===== src/eoe_pkg.sv =====
// Package of constants and carrier types for the encoder output emulator
package eoe_pkg;

    // ****************************************************************
    // Widths and defaults
    // ****************************************************************
    localparam int          EOE_MULT_W        = 16;      // Multiplier width
    localparam logic [15:0] EOE_MULT_MAX      = 16'hfff8; // Largest factor
    localparam int          EOE_RATIO_W       = 16;      // Ratio term width
    localparam logic [15:0] EOE_RATIO_DEF     = 16'h0001; // Default 1:1
    localparam int          EOE_PERIODS_W     = 16;      // Periods per rev
    localparam int          EOE_CPR_W         = 32;      // Counts per rev
    localparam int          EOE_PHASE_W       = 16;      // Interpolator phase
    localparam logic [1:0]  EOE_GRAY_ZERO     = 2'h0;    // Quadrature state 0

    // ****************************************************************
    // Types
    // ****************************************************************
    // Feedback source selection
    typedef enum logic {EOE_SRC_DIGITAL, EOE_SRC_ANALOG} eoe_src_type;

    // Output generation selection, exactly one active
    typedef enum logic {EOE_OUT_BUFFERED, EOE_OUT_EMULATED} eoe_out_type;

    // Configuration carrier
    typedef struct packed {
        logic        enable;     // Drive the output pins
        eoe_out_type out_mode;   // Buffered or emulated
        logic        invert;     // Swap direction on the pins
        eoe_src_type src;        // Digital or analog feedback
        logic [EOE_MULT_W-1:0]    mult;     // Interpolation multiplier
        logic [EOE_PERIODS_W-1:0] periods;  // Sine periods per revolution
        logic [EOE_RATIO_W-1:0]   ratio_in; // Input counts per ratio step
        logic [EOE_RATIO_W-1:0]   ratio_out;// Output counts per ratio step
    } eoe_cfg_type;

    // Quadrature pair carrier
    typedef struct packed {
        logic a;
        logic b;
    } eoe_quad_type;

endpackage : eoe_pkg


===== src/eoe_encoder_output.sv =====
// Encoder feedback repeater driving quadrature A/B toward the host
// ********************************************************************
// ********************************************************************
module eoe_encoder_output
    import eoe_pkg::*;
(
    // Clock and reset
    input  wire logic                     SYS_CLK_I,
    input  wire logic                     RST_N_I,
    // Configuration
    input  wire eoe_cfg_type              CFG_I,
    // Digital quadrature feedback pins
    input  wire eoe_quad_type             ENC_QUAD_I,
    // Analog feedback, already digitised angle within one period
    input  wire logic [EOE_PHASE_W-1:0]   SINCOS_PHASE_I,
    // Output toward the control_signal_connector
    output      eoe_quad_type             CONN_QUAD_O,
    output      logic                     CONN_QUAD_OE_O,
    // Status
    output      logic [EOE_CPR_W-1:0]     COUNTS_PER_REV_O,
    output      logic                     RATIO_BAD_O
);

    // ****************************************************************
    // Input synchronisers
    // ****************************************************************
    eoe_quad_type             quad_s1_q;   // First stage, read only below
    eoe_quad_type             quad_s2_q;   // Second stage
    eoe_quad_type             quad_prev_q; // Last seen state
    logic [EOE_PHASE_W-1:0]   ph_s1_q;     // Phase first stage
    logic [EOE_PHASE_W-1:0]   ph_s2_q;     // Phase second stage

    // Two flops on every pin before any logic looks at it
    always_ff @(posedge SYS_CLK_I or negedge RST_N_I)
    begin
        if (!RST_N_I)
        begin
            quad_s1_q   <= '0;
            quad_s2_q   <= '0;
            quad_prev_q <= '0;
            ph_s1_q     <= '0;
            ph_s2_q     <= '0;
        end
        else
        begin
            quad_s1_q   <= ENC_QUAD_I;
            quad_s2_q   <= quad_s1_q;
            quad_prev_q <= quad_s2_q;
            ph_s1_q     <= SINCOS_PHASE_I;
            ph_s2_q     <= ph_s1_q;
        end
    end

    // ****************************************************************
    // Step decode from either feedback source
    // ****************************************************************
    logic [1:0]             gray_now;   // Current digital state index
    logic [1:0]             gray_old;   // Previous digital state index
    logic [EOE_MULT_W-1:0]  mult_eff;   // Clamped multiplier
    logic [EOE_MULT_W-1:0]  count_now;  // Interpolated count in period
    logic [EOE_MULT_W-1:0]  count_q;    // Previous interpolated count
    logic [EOE_MULT_W-1:0]  fwd_dist;   // Forward distance in the period
    logic                   step_up;    // One count forward
    logic                   step_dn;    // One count backward

    // Quadrature pair to position index 0..3 (Gray order)
    function automatic logic [1:0] eoe_idx(input eoe_quad_type q);
        eoe_idx = {q.b, q.a ^ q.b};
    endfunction

    // Index back to the A/B pair
    function automatic eoe_quad_type eoe_pins(input logic [1:0] i);
        eoe_pins.b = i[1];
        eoe_pins.a = i[1] ^ i[0];
    endfunction

    assign gray_now = eoe_idx(quad_s2_q);
    assign gray_old = eoe_idx(quad_prev_q);

    // Multiplier is clamped to the largest legal factor
    assign mult_eff = (CFG_I.mult > EOE_MULT_MAX) ? EOE_MULT_MAX
                    : CFG_I.mult;

    // Phase scaled to counts; a 32-bit product keeps the top half
    logic [2*EOE_MULT_W-1:0] ph_prod;
    assign ph_prod   = ph_s2_q * mult_eff;
    assign count_now = ph_prod[2*EOE_MULT_W-1:EOE_MULT_W];

    // Distance forward round the period, so a wrap at the period end
    // reads as one step forward and not as a long way back
    assign fwd_dist = (count_now >= count_q) ? count_now - count_q
                    : count_now - count_q + mult_eff;

    // Remember the last interpolated count
    always_ff @(posedge SYS_CLK_I or negedge RST_N_I)
    begin
        if (!RST_N_I)
            count_q <= '0;
        else if (CFG_I.src == EOE_SRC_DIGITAL)
            // Kept aligned so a switch to analog replays no old steps
            count_q <= count_now;
        else if (step_up)
            count_q <= (count_q == mult_eff - 16'h0001) ? '0
                     : count_q + 16'h0001;
        else if (step_dn)
            count_q <= (count_q == '0) ? mult_eff - 16'h0001
                     : count_q - 16'h0001;
    end

    // One step per clock; analog tracks by single counts so a fast
    // move lags rather than skipping states
    always_comb
    begin
        step_up = 1'b0;
        step_dn = 1'b0;
        if (CFG_I.src == EOE_SRC_DIGITAL)
        begin
            // Digital feedback, forwarded one state at a time
            step_up = (gray_now == gray_old + 2'h1);
            step_dn = (gray_now == gray_old - 2'h1);
        end
        else if (mult_eff != '0 && count_now != count_q)
        begin
            // Analog: shortest way round the period
            if (fwd_dist < (mult_eff >> 1))
                step_up = 1'b1;
            else
                step_dn = 1'b1;
        end
    end

    // Rotary counts per revolution
    assign COUNTS_PER_REV_O = (CFG_I.src == EOE_SRC_ANALOG)
        ? CFG_I.periods * mult_eff : {EOE_CPR_W{1'b0}};

    // ****************************************************************
    // Ratio accumulator for emulated mode
    // ****************************************************************
    logic [EOE_RATIO_W-1:0] r_in;     // Input counts, zero means 1
    logic [EOE_RATIO_W-1:0] r_out;    // Output counts, zero means 1
    logic [EOE_RATIO_W+1:0] acc_q;    // Signed remainder accumulator
    logic [EOE_RATIO_W+1:0] acc_d;
    logic [EOE_RATIO_W+1:0] in_ext;
    logic [EOE_RATIO_W+1:0] out_ext;
    logic                   emu_up;   // Emit a forward output step
    logic                   emu_dn;   // Emit a backward output step

    // A zero term falls back to 1 (EOE_RATIO_DEF)
    assign r_in  = (CFG_I.ratio_in  == '0) ? EOE_RATIO_DEF
                 : CFG_I.ratio_in;
    assign r_out = (CFG_I.ratio_out == '0) ? EOE_RATIO_DEF
                 : CFG_I.ratio_out;
    assign in_ext  = {2'b00, r_in};
    assign out_ext = {2'b00, r_out};

    // Output faster than input would need several steps per clock
    assign RATIO_BAD_O = (r_out > r_in);

    // Each input count adds r_out; each r_in gives one output step
    always_comb
    begin
        acc_d  = acc_q;
        emu_up = 1'b0;
        emu_dn = 1'b0;
        if (step_up)
            acc_d = acc_q + out_ext;
        else if (step_dn)
            acc_d = acc_q - out_ext;
        if (!acc_d[EOE_RATIO_W+1] && acc_d >= in_ext)
        begin
            // Whole ratio gathered: one step forward, keep the rest
            emu_up = 1'b1;
            acc_d  = acc_d - in_ext;
        end
        else if (acc_d[EOE_RATIO_W+1])
        begin
            // Below zero: one step back, remainder positive again
            emu_dn = 1'b1;
            acc_d  = acc_d + in_ext;
        end
    end

    // Remainder is kept across steps so totals stay exact
    always_ff @(posedge SYS_CLK_I or negedge RST_N_I)
    begin
        if (!RST_N_I)
            acc_q <= '0;
        else if (CFG_I.out_mode != EOE_OUT_EMULATED)
            acc_q <= '0;
        else
            acc_q <= acc_d;
    end

    // ****************************************************************
    // Output state and pins
    // ****************************************************************
    logic [1:0] out_idx_q;   // Output Gray position
    logic       fwd;         // Forward step this clock
    logic       bwd;         // Backward step this clock

    // Only one source of steps is active at a time
    always_comb
    begin
        case (CFG_I.out_mode)
            EOE_OUT_BUFFERED:
            begin
                fwd = step_up;
                bwd = step_dn;
            end
            EOE_OUT_EMULATED:
            begin
                fwd = emu_up;
                bwd = emu_dn;
            end
            default:
            begin
                fwd = 1'b0;
                bwd = 1'b0;
            end
        endcase
    end

    // Invert reverses the count direction on the pins
    always_ff @(posedge SYS_CLK_I or negedge RST_N_I)
    begin
        if (!RST_N_I)
            out_idx_q <= EOE_GRAY_ZERO;
        else if (fwd ^ CFG_I.invert & (fwd | bwd))
            out_idx_q <= out_idx_q + 2'h1;
        else if (fwd | bwd)
            out_idx_q <= out_idx_q - 2'h1;
    end

    // Registered pins, enabled only on request
    always_ff @(posedge SYS_CLK_I or negedge RST_N_I)
    begin
        if (!RST_N_I)
        begin
            CONN_QUAD_O    <= '0;
            CONN_QUAD_OE_O <= 1'b0;
        end
        else
        begin
            CONN_QUAD_O    <= eoe_pins(out_idx_q);
            CONN_QUAD_OE_O <= CFG_I.enable;
        end
    end

endmodule // eoe_encoder_output


===== config.mk =====
export PLATFORM = sky130hd
export DESIGN_NAME = eoe_encoder_output
export DESIGN_NICKNAME = d
export VERILOG_FILES = /design/src/eoe_pkg.sv /design/src/eoe_encoder_output.sv
export SDC_FILE = /design/constraint.sdc
export NUM_CORES = 2
export LEC_CHECK = 0
export BUFFER_PORTS_ARGS = -buffer_cell sky130_fd_sc_hd__buf_4
export CAP_MARGIN = 0
export CORE_UTILIZATION = 59
export CTS_BUF_LIST = sky130_fd_sc_hd__clkbuf_16
export CTS_CLUSTER_SIZE = 8
export DETAILED_ROUTE_END_ITERATION = 8
export PLACE_DENSITY = 0.8
export SETUP_SLACK_MARGIN = 0.05
export SLEW_MARGIN = 0
export SYNTH_ARGS = -nofsm -noshare
export SYNTH_HDL_FRONTEND = slang
export SYNTH_SLANG_ARGS = --single-unit

===== constraint.sdc =====
create_clock -name SYS_CLK_I -period 15 [get_ports SYS_CLK_I]
set_input_delay 1.5 -clock SYS_CLK_I [delete_from_list [all_inputs] [get_ports SYS_CLK_I]]
set_output_delay 1.5 -clock SYS_CLK_I [all_outputs]
set_load 0.02 [all_outputs]

After elaboration in Yosys (flattened, before gate mapping)
Cells that the tools add are included.
- reduce and logical (&&, ||, !) cells: 8
- $add $sub $neg: 13
- mux-type cells: 28
- equality and inequality tests: 5
- bitwise operators: 7
- magnitude comparators: 5
- $mul: 2
- operators by type and width (cell ; number):
    2-to-1 mux 16 bit ; 9
    2-to-1 mux 18 bit ; 5
    multiplier 16 x 16 -> 32 bit ; 2
    logical NOT 16 bit ; 3
    adder 18 x 16 -> 18 bit ; 2
    subtractor 18 x 16 -> 18 bit ; 2
    2-to-1 mux 32 bit ; 1
    subtractor 16 x 1 -> 16 bit (second input constant) ; 2
    greater-or-equal comparator 18 x 16 -> 1 bit ; 1
    adder 16 x 1 -> 16 bit (second input constant) ; 1
    adder 16 bit ; 1
    == test 16 bit ; 1
    greater-or-equal comparator 16 bit ; 1
    greater-than comparator 16 bit ; 1
    greater-than comparator 16 bit (second input constant) ; 1
    less-than comparator 16 x 15 -> 1 bit ; 1
    != test 16 bit ; 1
    nonzero test 16 bit ; 1
    subtractor 16 bit ; 1
    2-to-1 mux 1 bit ; 9
    adder 2 x 1 -> 2 bit (second input constant) ; 2
    == test 2 bit ; 2
    2-to-1 mux 2 bit ; 2
    case mux 1 bit (2 select lines) ; 2
    other kinds (9) ; 14
- bits of input ports: 88
- logic and storage cells: 82
- output and inout bits: 36
- flip-flop bits (word level): 77

Logic depth before layout (Yosys ltp)
- depth after elaboration: 20
- gate-level depth with buffers: 74

Worst setup path after synthesis
Ideal clock, no wire load.
- kind: input -> register
- start point: in CFG_I[62] (netlist name)
- end point: reg acc_q[8]
- path buffers: 7
- path slack: -1099 ps
- stages: 72
- data arrival time: 15976 ps
- path through: clkbuf_1 > nand4_1 > nor4_1 > nor2b_1 > clkbuf_1 > clkbuf_1 > and2_1 > fa_1 > inv_1 > fa_1 > fa_1 > fa_1 > inv_1 > fa_1 > inv_1 > fa_1 > inv_1 > ha_1 > [... 36 more ...] > inv_1 > ha_1 > fa_1 > nor2b_1 > o21ai_0 > nand2_1 > a21oi_1 > o21bai_1 > a21o_1 > a211oi_1 > o21a_1 > o31ai_1 > and4b_1 > clkbuf_1 > or2_0 > clkbuf_1 > o311a_1 > o221a_2
- word-level cells in the longest chain between the ends: 16
- RTL lines (element ; line ; text):
    from (decl) ; eoe_encoder_output.sv:11 ; input wire eoe_cfg_type CFG_I,
    greater-than comparator 16 bit ; eoe_encoder_output.sv:81 ; assign mult_eff = (CFG_I.mult > EOE_MULT_MAX) ? EOE_MULT_MAX
    2-to-1 mux 16 bit * ; eoe_encoder_output.sv:81 ;
    multiplier 16 x 16 -> 32 bit ; eoe_encoder_output.sv:86 ; assign ph_prod = ph_s2_q * mult_eff;
    subtractor 16 bit ; eoe_encoder_output.sv:91, eoe_encoder_output.sv:92 ;
    adder 16 bit ; eoe_encoder_output.sv:92 ; : count_now - count_q + mult_eff;
    2-to-1 mux 16 bit ; eoe_encoder_output.sv:91 ; assign fwd_dist = (count_now >= count_q) ? count_now - count_q
    less-than comparator 16 x 15 -> 1 bit ; eoe_encoder_output.sv:125 ; if (fwd_dist < (mult_eff >> 1))
    2-to-1 mux 1 bit ; eoe_encoder_output.sv:125 ;
    2-to-1 mux 1 bit ; eoe_encoder_output.sv:122 ; else if (mult_eff != '0 && count_now != count_q)
    2-to-1 mux 1 bit ; eoe_encoder_output.sv:116 ; if (CFG_I.src == EOE_SRC_DIGITAL)
    2-to-1 mux 18 bit ; eoe_encoder_output.sv:167 ; else if (step_dn)
    2-to-1 mux 18 bit * ; eoe_encoder_output.sv:165 ; if (step_up)
    adder 18 x 16 -> 18 bit, or another cell as far along ; eoe_encoder_output.sv:179 ; acc_d = acc_d + in_ext;
    2-to-1 mux 18 bit / logical AND 1 bit (equally long branches) ; eoe_encoder_output.sv:175, eoe_encoder_output.sv:169 ;
    2-to-1 mux 18 bit * ; eoe_encoder_output.sv:169 ; if (!acc_d[EOE_RATIO_W+1] && acc_d >= in_ext)
    2-to-1 mux 18 bit * ; eoe_encoder_output.sv:188 ; else if (CFG_I.out_mode != EOE_OUT_EMULATED)
    to (signal assigned) ; eoe_encoder_output.sv:187 ; acc_q <= '0;
    to (signal assigned) ; eoe_encoder_output.sv:189 ; acc_q <= '0;
    to (signal assigned) ; eoe_encoder_output.sv:191 ; acc_q <= acc_d;
    to (decl) ; eoe_encoder_output.sv:141 ; logic [EOE_RATIO_W+1:0] acc_q;
Every way passes the cells marked *; elsewhere a longest branch is shown, timed or not.
A chain may end at the register's enable or synchronous reset.

Worst setup path in the final report
- start point: in CFG_I[58] (netlist name)
- end point: reg out_idx_q[1]
- word-level cells in the longest chain between the ends: 20
- RTL lines (element ; line ; text):
    greater-than comparator 16 bit ; eoe_encoder_output.sv:81 ;
    2-to-1 mux 16 bit * ; eoe_encoder_output.sv:81 ;
    multiplier 16 x 16 -> 32 bit ; eoe_encoder_output.sv:86 ;
    subtractor 16 bit ; eoe_encoder_output.sv:91, eoe_encoder_output.sv:92 ;
    adder 16 bit ; eoe_encoder_output.sv:92 ;
    2-to-1 mux 16 bit ; eoe_encoder_output.sv:91 ;
    less-than comparator 16 x 15 -> 1 bit ; eoe_encoder_output.sv:125 ;
    2-to-1 mux 1 bit ; eoe_encoder_output.sv:125 ;
    [... 4 more ...] ; - ;
    greater-or-equal comparator 18 x 16 -> 1 bit / logical NOT 1 bit (equally long branches) ; eoe_encoder_output.sv:169 ;
    logical AND 1 bit ; eoe_encoder_output.sv:169 ;
    2-to-1 mux 1 bit ; eoe_encoder_output.sv:169 ;
    case mux 1 bit (2 select lines) ; eoe_encoder_output.sv:204 ; case (CFG_I.out_mode)
    OR 1 bit ; eoe_encoder_output.sv:228, eoe_encoder_output.sv:230 ;
    bitwise AND 1 bit ; eoe_encoder_output.sv:228 ; else if (fwd ^ CFG_I.invert & (fwd | bwd))
    bitwise XOR 1 bit ; eoe_encoder_output.sv:228 ;
    2-to-1 mux 2 bit / nonzero test 2 bit (equally long branches) ; - ;
    to (signal assigned) ; eoe_encoder_output.sv:229 ; out_idx_q <= out_idx_q + 2'h1;
    to (signal assigned) ; eoe_encoder_output.sv:231 ; out_idx_q <= out_idx_q - 2'h1;
    to (decl) ; eoe_encoder_output.sv:197 ; logic [1:0] out_idx_q;
Marked as above.

==> results.md <==
- Crit-path max FO: 8
- WS Path Type: input pin to flip-flop
- Mapped Cells: 3137
- Layout Skew: 0.0142 ns
- Fin nets: 4097
- Crit. End Element: flip-flop
- Slowest stage delay, CP: 0.56 ns
- Seq cells post-synth: 77
- Via count: 22700
- Max-slew violations: 0
- Area after DPL: 28400 sq um
- I/O Pins: 124
- Synth Area per Inst: 8.29 sq um
- Fraction of layout cells with a size suffix above 1: 14.5%
- Max Root-Sink Buffers: 2
- Hold endpoint: ph_s2_q[8]
- Post-synth ARST share: 100%
- DR vias/cell: 5.86
- Min-delay src: ph_s1_q[8]
- Clock buffer count from CTS: 9
- Period utilization: 99.6%
- Status: complete, no violations
- Max Fclk: 66.9 MHz
- Slew margin rel.: 27.5%
- Largest net degree at the start of global routing: 78
- Antenna violations before repair: 0
- Final Setup Violations: 0
- DIE HEIGHT: 212 um
- Synth top area share: 30.3%
- TritonCTS clock tree: yes
- Area Overhead vs Synth: 12.9%
- Max H-tree Level: 3
- First drt pass iteration count: 5
- Maxcap violations: 0
- FF-to-FF path depth: 62
- Synthesized cell area: 26000 sq um
- R2r startpoint: ph_s2_q[7]
- Clk sinks: 77
- Slew @ Worst Pin: 1.09 ns
- Synth area leader: fa_1
- Worst path required time: 15.27 ns
- Critical-path top delay cell: fa_2
- Hold Fails Final Rpt: 0
- Chip Width: 212 um
- RePlAce Congestion: 0.998
- RSZ-0062 raised after global routing: yes
- FF-to-FF End: out_idx_q[1]
- Sequential area share after synthesis: 7.41%
- Post-route DRC: 0
- Clock tree root driver cell: clkbuf_16
- Post-synth EDFFs: 0
- Post-Syn Nets: 3953
- DIE AREA: 44900 sq um
- Critical Path Start Type: input pin
- Yosys warns: 0
- GRT Total Usage: 33.5%
- Grt total ovfl: 0
- HPWL Detailed: 57.5 mm
- Crit path DAT: 15.21 ns
- WL/cell: 18.9 um
- Post-route ant nets: 0
- Vias in the first global route: 23800
- Crit-path most repeated cell: buf_4
- IO buf count: 123
- Minimum clock period after layout: 14.94 ns
- Final antenna diode count: 0
- First-pass GRT wire length: 118 mm
- Rows: 76
- Cell count of the worst hold path: 0
- Worst skew pair latency: 0.39 ns
- Hold Worst Slack: 0.348 ns
- 1st-iter DRT viols: 1484
- Min-Delay Path Class: flip-flop to flip-flop
- Reg2reg setup slack: 1.03 ns
- Final wirelength: 73.1 mm
- Starting Density: 60.1%
- Clk slew on worst S/H paths: 0.07 ns
- Synth top area cells: fa_1 (30%), ha_1 (16%), inv_1 (8.1%)
- Final Cell Area: 29400 sq um
- Core footprint: 43300 sq um
- Cell variety after synth: 89
- Most used DFF post-synth: dfrtp_1
synthesized netlist by cell type, drive strengths merged (5+ instances only):
library cell / number
a211o: 5
clkbuf: 167
a31oi: 12
o21ai: 92
and3: 12
dfrtp: 77
and2: 215
fa: 393
nor4: 22
xnor2: 89
nor3: 51
mux2i: 6
nand4: 20
inv: 559
nand2b: 21
o21bai: 29
a221oi: 21
o32ai: 7
o21a: 16
or2: 5
a21oi: 147
o211ai: 10
nor2b: 26
nor2: 149
o22ai: 9
a221o: 9
ha: 335
o221ai: 11
o221a: 13
or3: 6
a2111oi: 5
a211oi: 13
o31a: 6
xor2: 30
nand3: 30
nand2: 392
and4: 5
a21o: 36
o31ai: 11
buf: 21
worst max-delay path by stage:
stage / from / to / slack, ns
floorplan: CFG_I[57] / acc_q[8] / 0.08
global placement: CFG_I[59] / out_idx_q[1] / 0.04
detailed placement: CFG_I[52] / out_idx_q[1] / -0.33
CTS: CFG_I[52] / acc_q[4] / 0.11
global route: CFG_I[58] / out_idx_q[1] / -0.49
finish: CFG_I[58] / out_idx_q[1] / 0.06
layer usage:
metal  track usage [%]  up-vias  share of wire (%)
met5                 0        -                  0
met4              15.5        0                4.0
met3              4.58      200                6.3
met2              59.5      893                 51
met1              40.1    11300                 39
li1                  -    10300                  -
sequential cells by signal (all words and copies together), names as in the netlist, 2 cells and up:
register and flops:
CONN_QUAD_O 2, out_idx_q 2, quad_s1_q 2, count_q 16, ph_s2_q 16, acc_q 18
ph_s1_q 16
cell type report:
class / instances / area [sq um]
clock buffers: 9 / 225
clock inverters: 6 / 70.1
fillers: 3517 / 13900
inverters: 559 / 2100
multi-input cells: 2313 / 21800
flip-flops and latches: 77 / 1930
well taps: 585 / 732
repair buffers: 321 / 2510
stage by stage:
| stage | setup WS, ns | utilization (%) | std cells | TNS, ns |
|---|---|---|---|---|
| global placement | 0.0419 | 65.5 | 3830 | 0 |
| detailed placement | -0.328 | 65.5 | 3830 | -4.54 |
| floorplan | 0.0756 | - | 3137 | 0 |
| CTS | 0.107 | 66.2 | 3845 | 0 |
| global route | -0.495 | 67.8 | 3870 | -7.65 |
| finish | 0.0621 | 67.8 | 3870 | 0 |
worst max-delay path: cells and delay by family:
kind / cells / cell delay, ns
AND/OR/NAND/NOR: 17 / 3.34
adder cells (fa/ha/maj): 11 / 4.23
multiplexers: 1 / 0.47
AO/OA/AOI/OAI: 21 / 3.66
XOR/XNOR: 4 / 0.54
buffers and inverters: 12 / 1.48
logic make-up (layout without fill, tap and decap cells):
| logic type | Yosys count | after routing | share of synthesized area, % |
|---|---|---|---|
| AND/OR/NAND/NOR | 969 | 969 | 18.1 |
| buffers and inverters | 747 | 895 | 10.9 |
| adder cells (fa/ha/maj) | 728 | 728 | 46.4 |
| AO/OA/AOI/OAI | 488 | 488 | 12.8 |
| XOR/XNOR | 119 | 119 | 4.04 |
| flip-flops | 77 | 77 | 7.41 |
| multiplexers | 9 | 9 | 0.404 |
repair_timing:
item                                    CTS  global route
hold endpoints to repair                  0             0
buffers inserted                          0            24
pin swaps                                 0            93
cloned                                    0             1
hold buffers                              0             0
gates resized for setup                   2           121
endpoints found under the setup margin    3            20
cell usage in the layout, fill, tap and decap left out, types with 8 or more instances in the layout:
cell type / count
a211oi_1: 8
a21o_1: 36
a21oi_1: 121
a21oi_2: 25
a221o_1: 9
a221oi_1: 9
a221oi_2: 12
a31oi_1: 11
and2_1: 213
and3_1: 11
buf_4: 299
buf_6: 19
clkbuf_16: 9
dfrtp_1: 77
fa_1: 385
fa_2: 8
ha_1: 333
inv_1: 558
nand2_1: 384
nand2_2: 8
nand2b_1: 21
nand3_1: 28
nand4_1: 20
nor2_1: 144
nor2b_1: 23
nor3_1: 48
nor4_1: 16
o211ai_1: 9
o21a_1: 16
o21ai_0: 79
o21ai_1: 10
o21bai_1: 27
o221a_2: 9
o221ai_1: 9
o22ai_1: 8
o31ai_1: 8
xnor2_1: 85
xor2_1: 29
Power is not shown: default switching activity piles up to over one toggle a cycle in this logic, so the estimate is an artifact.
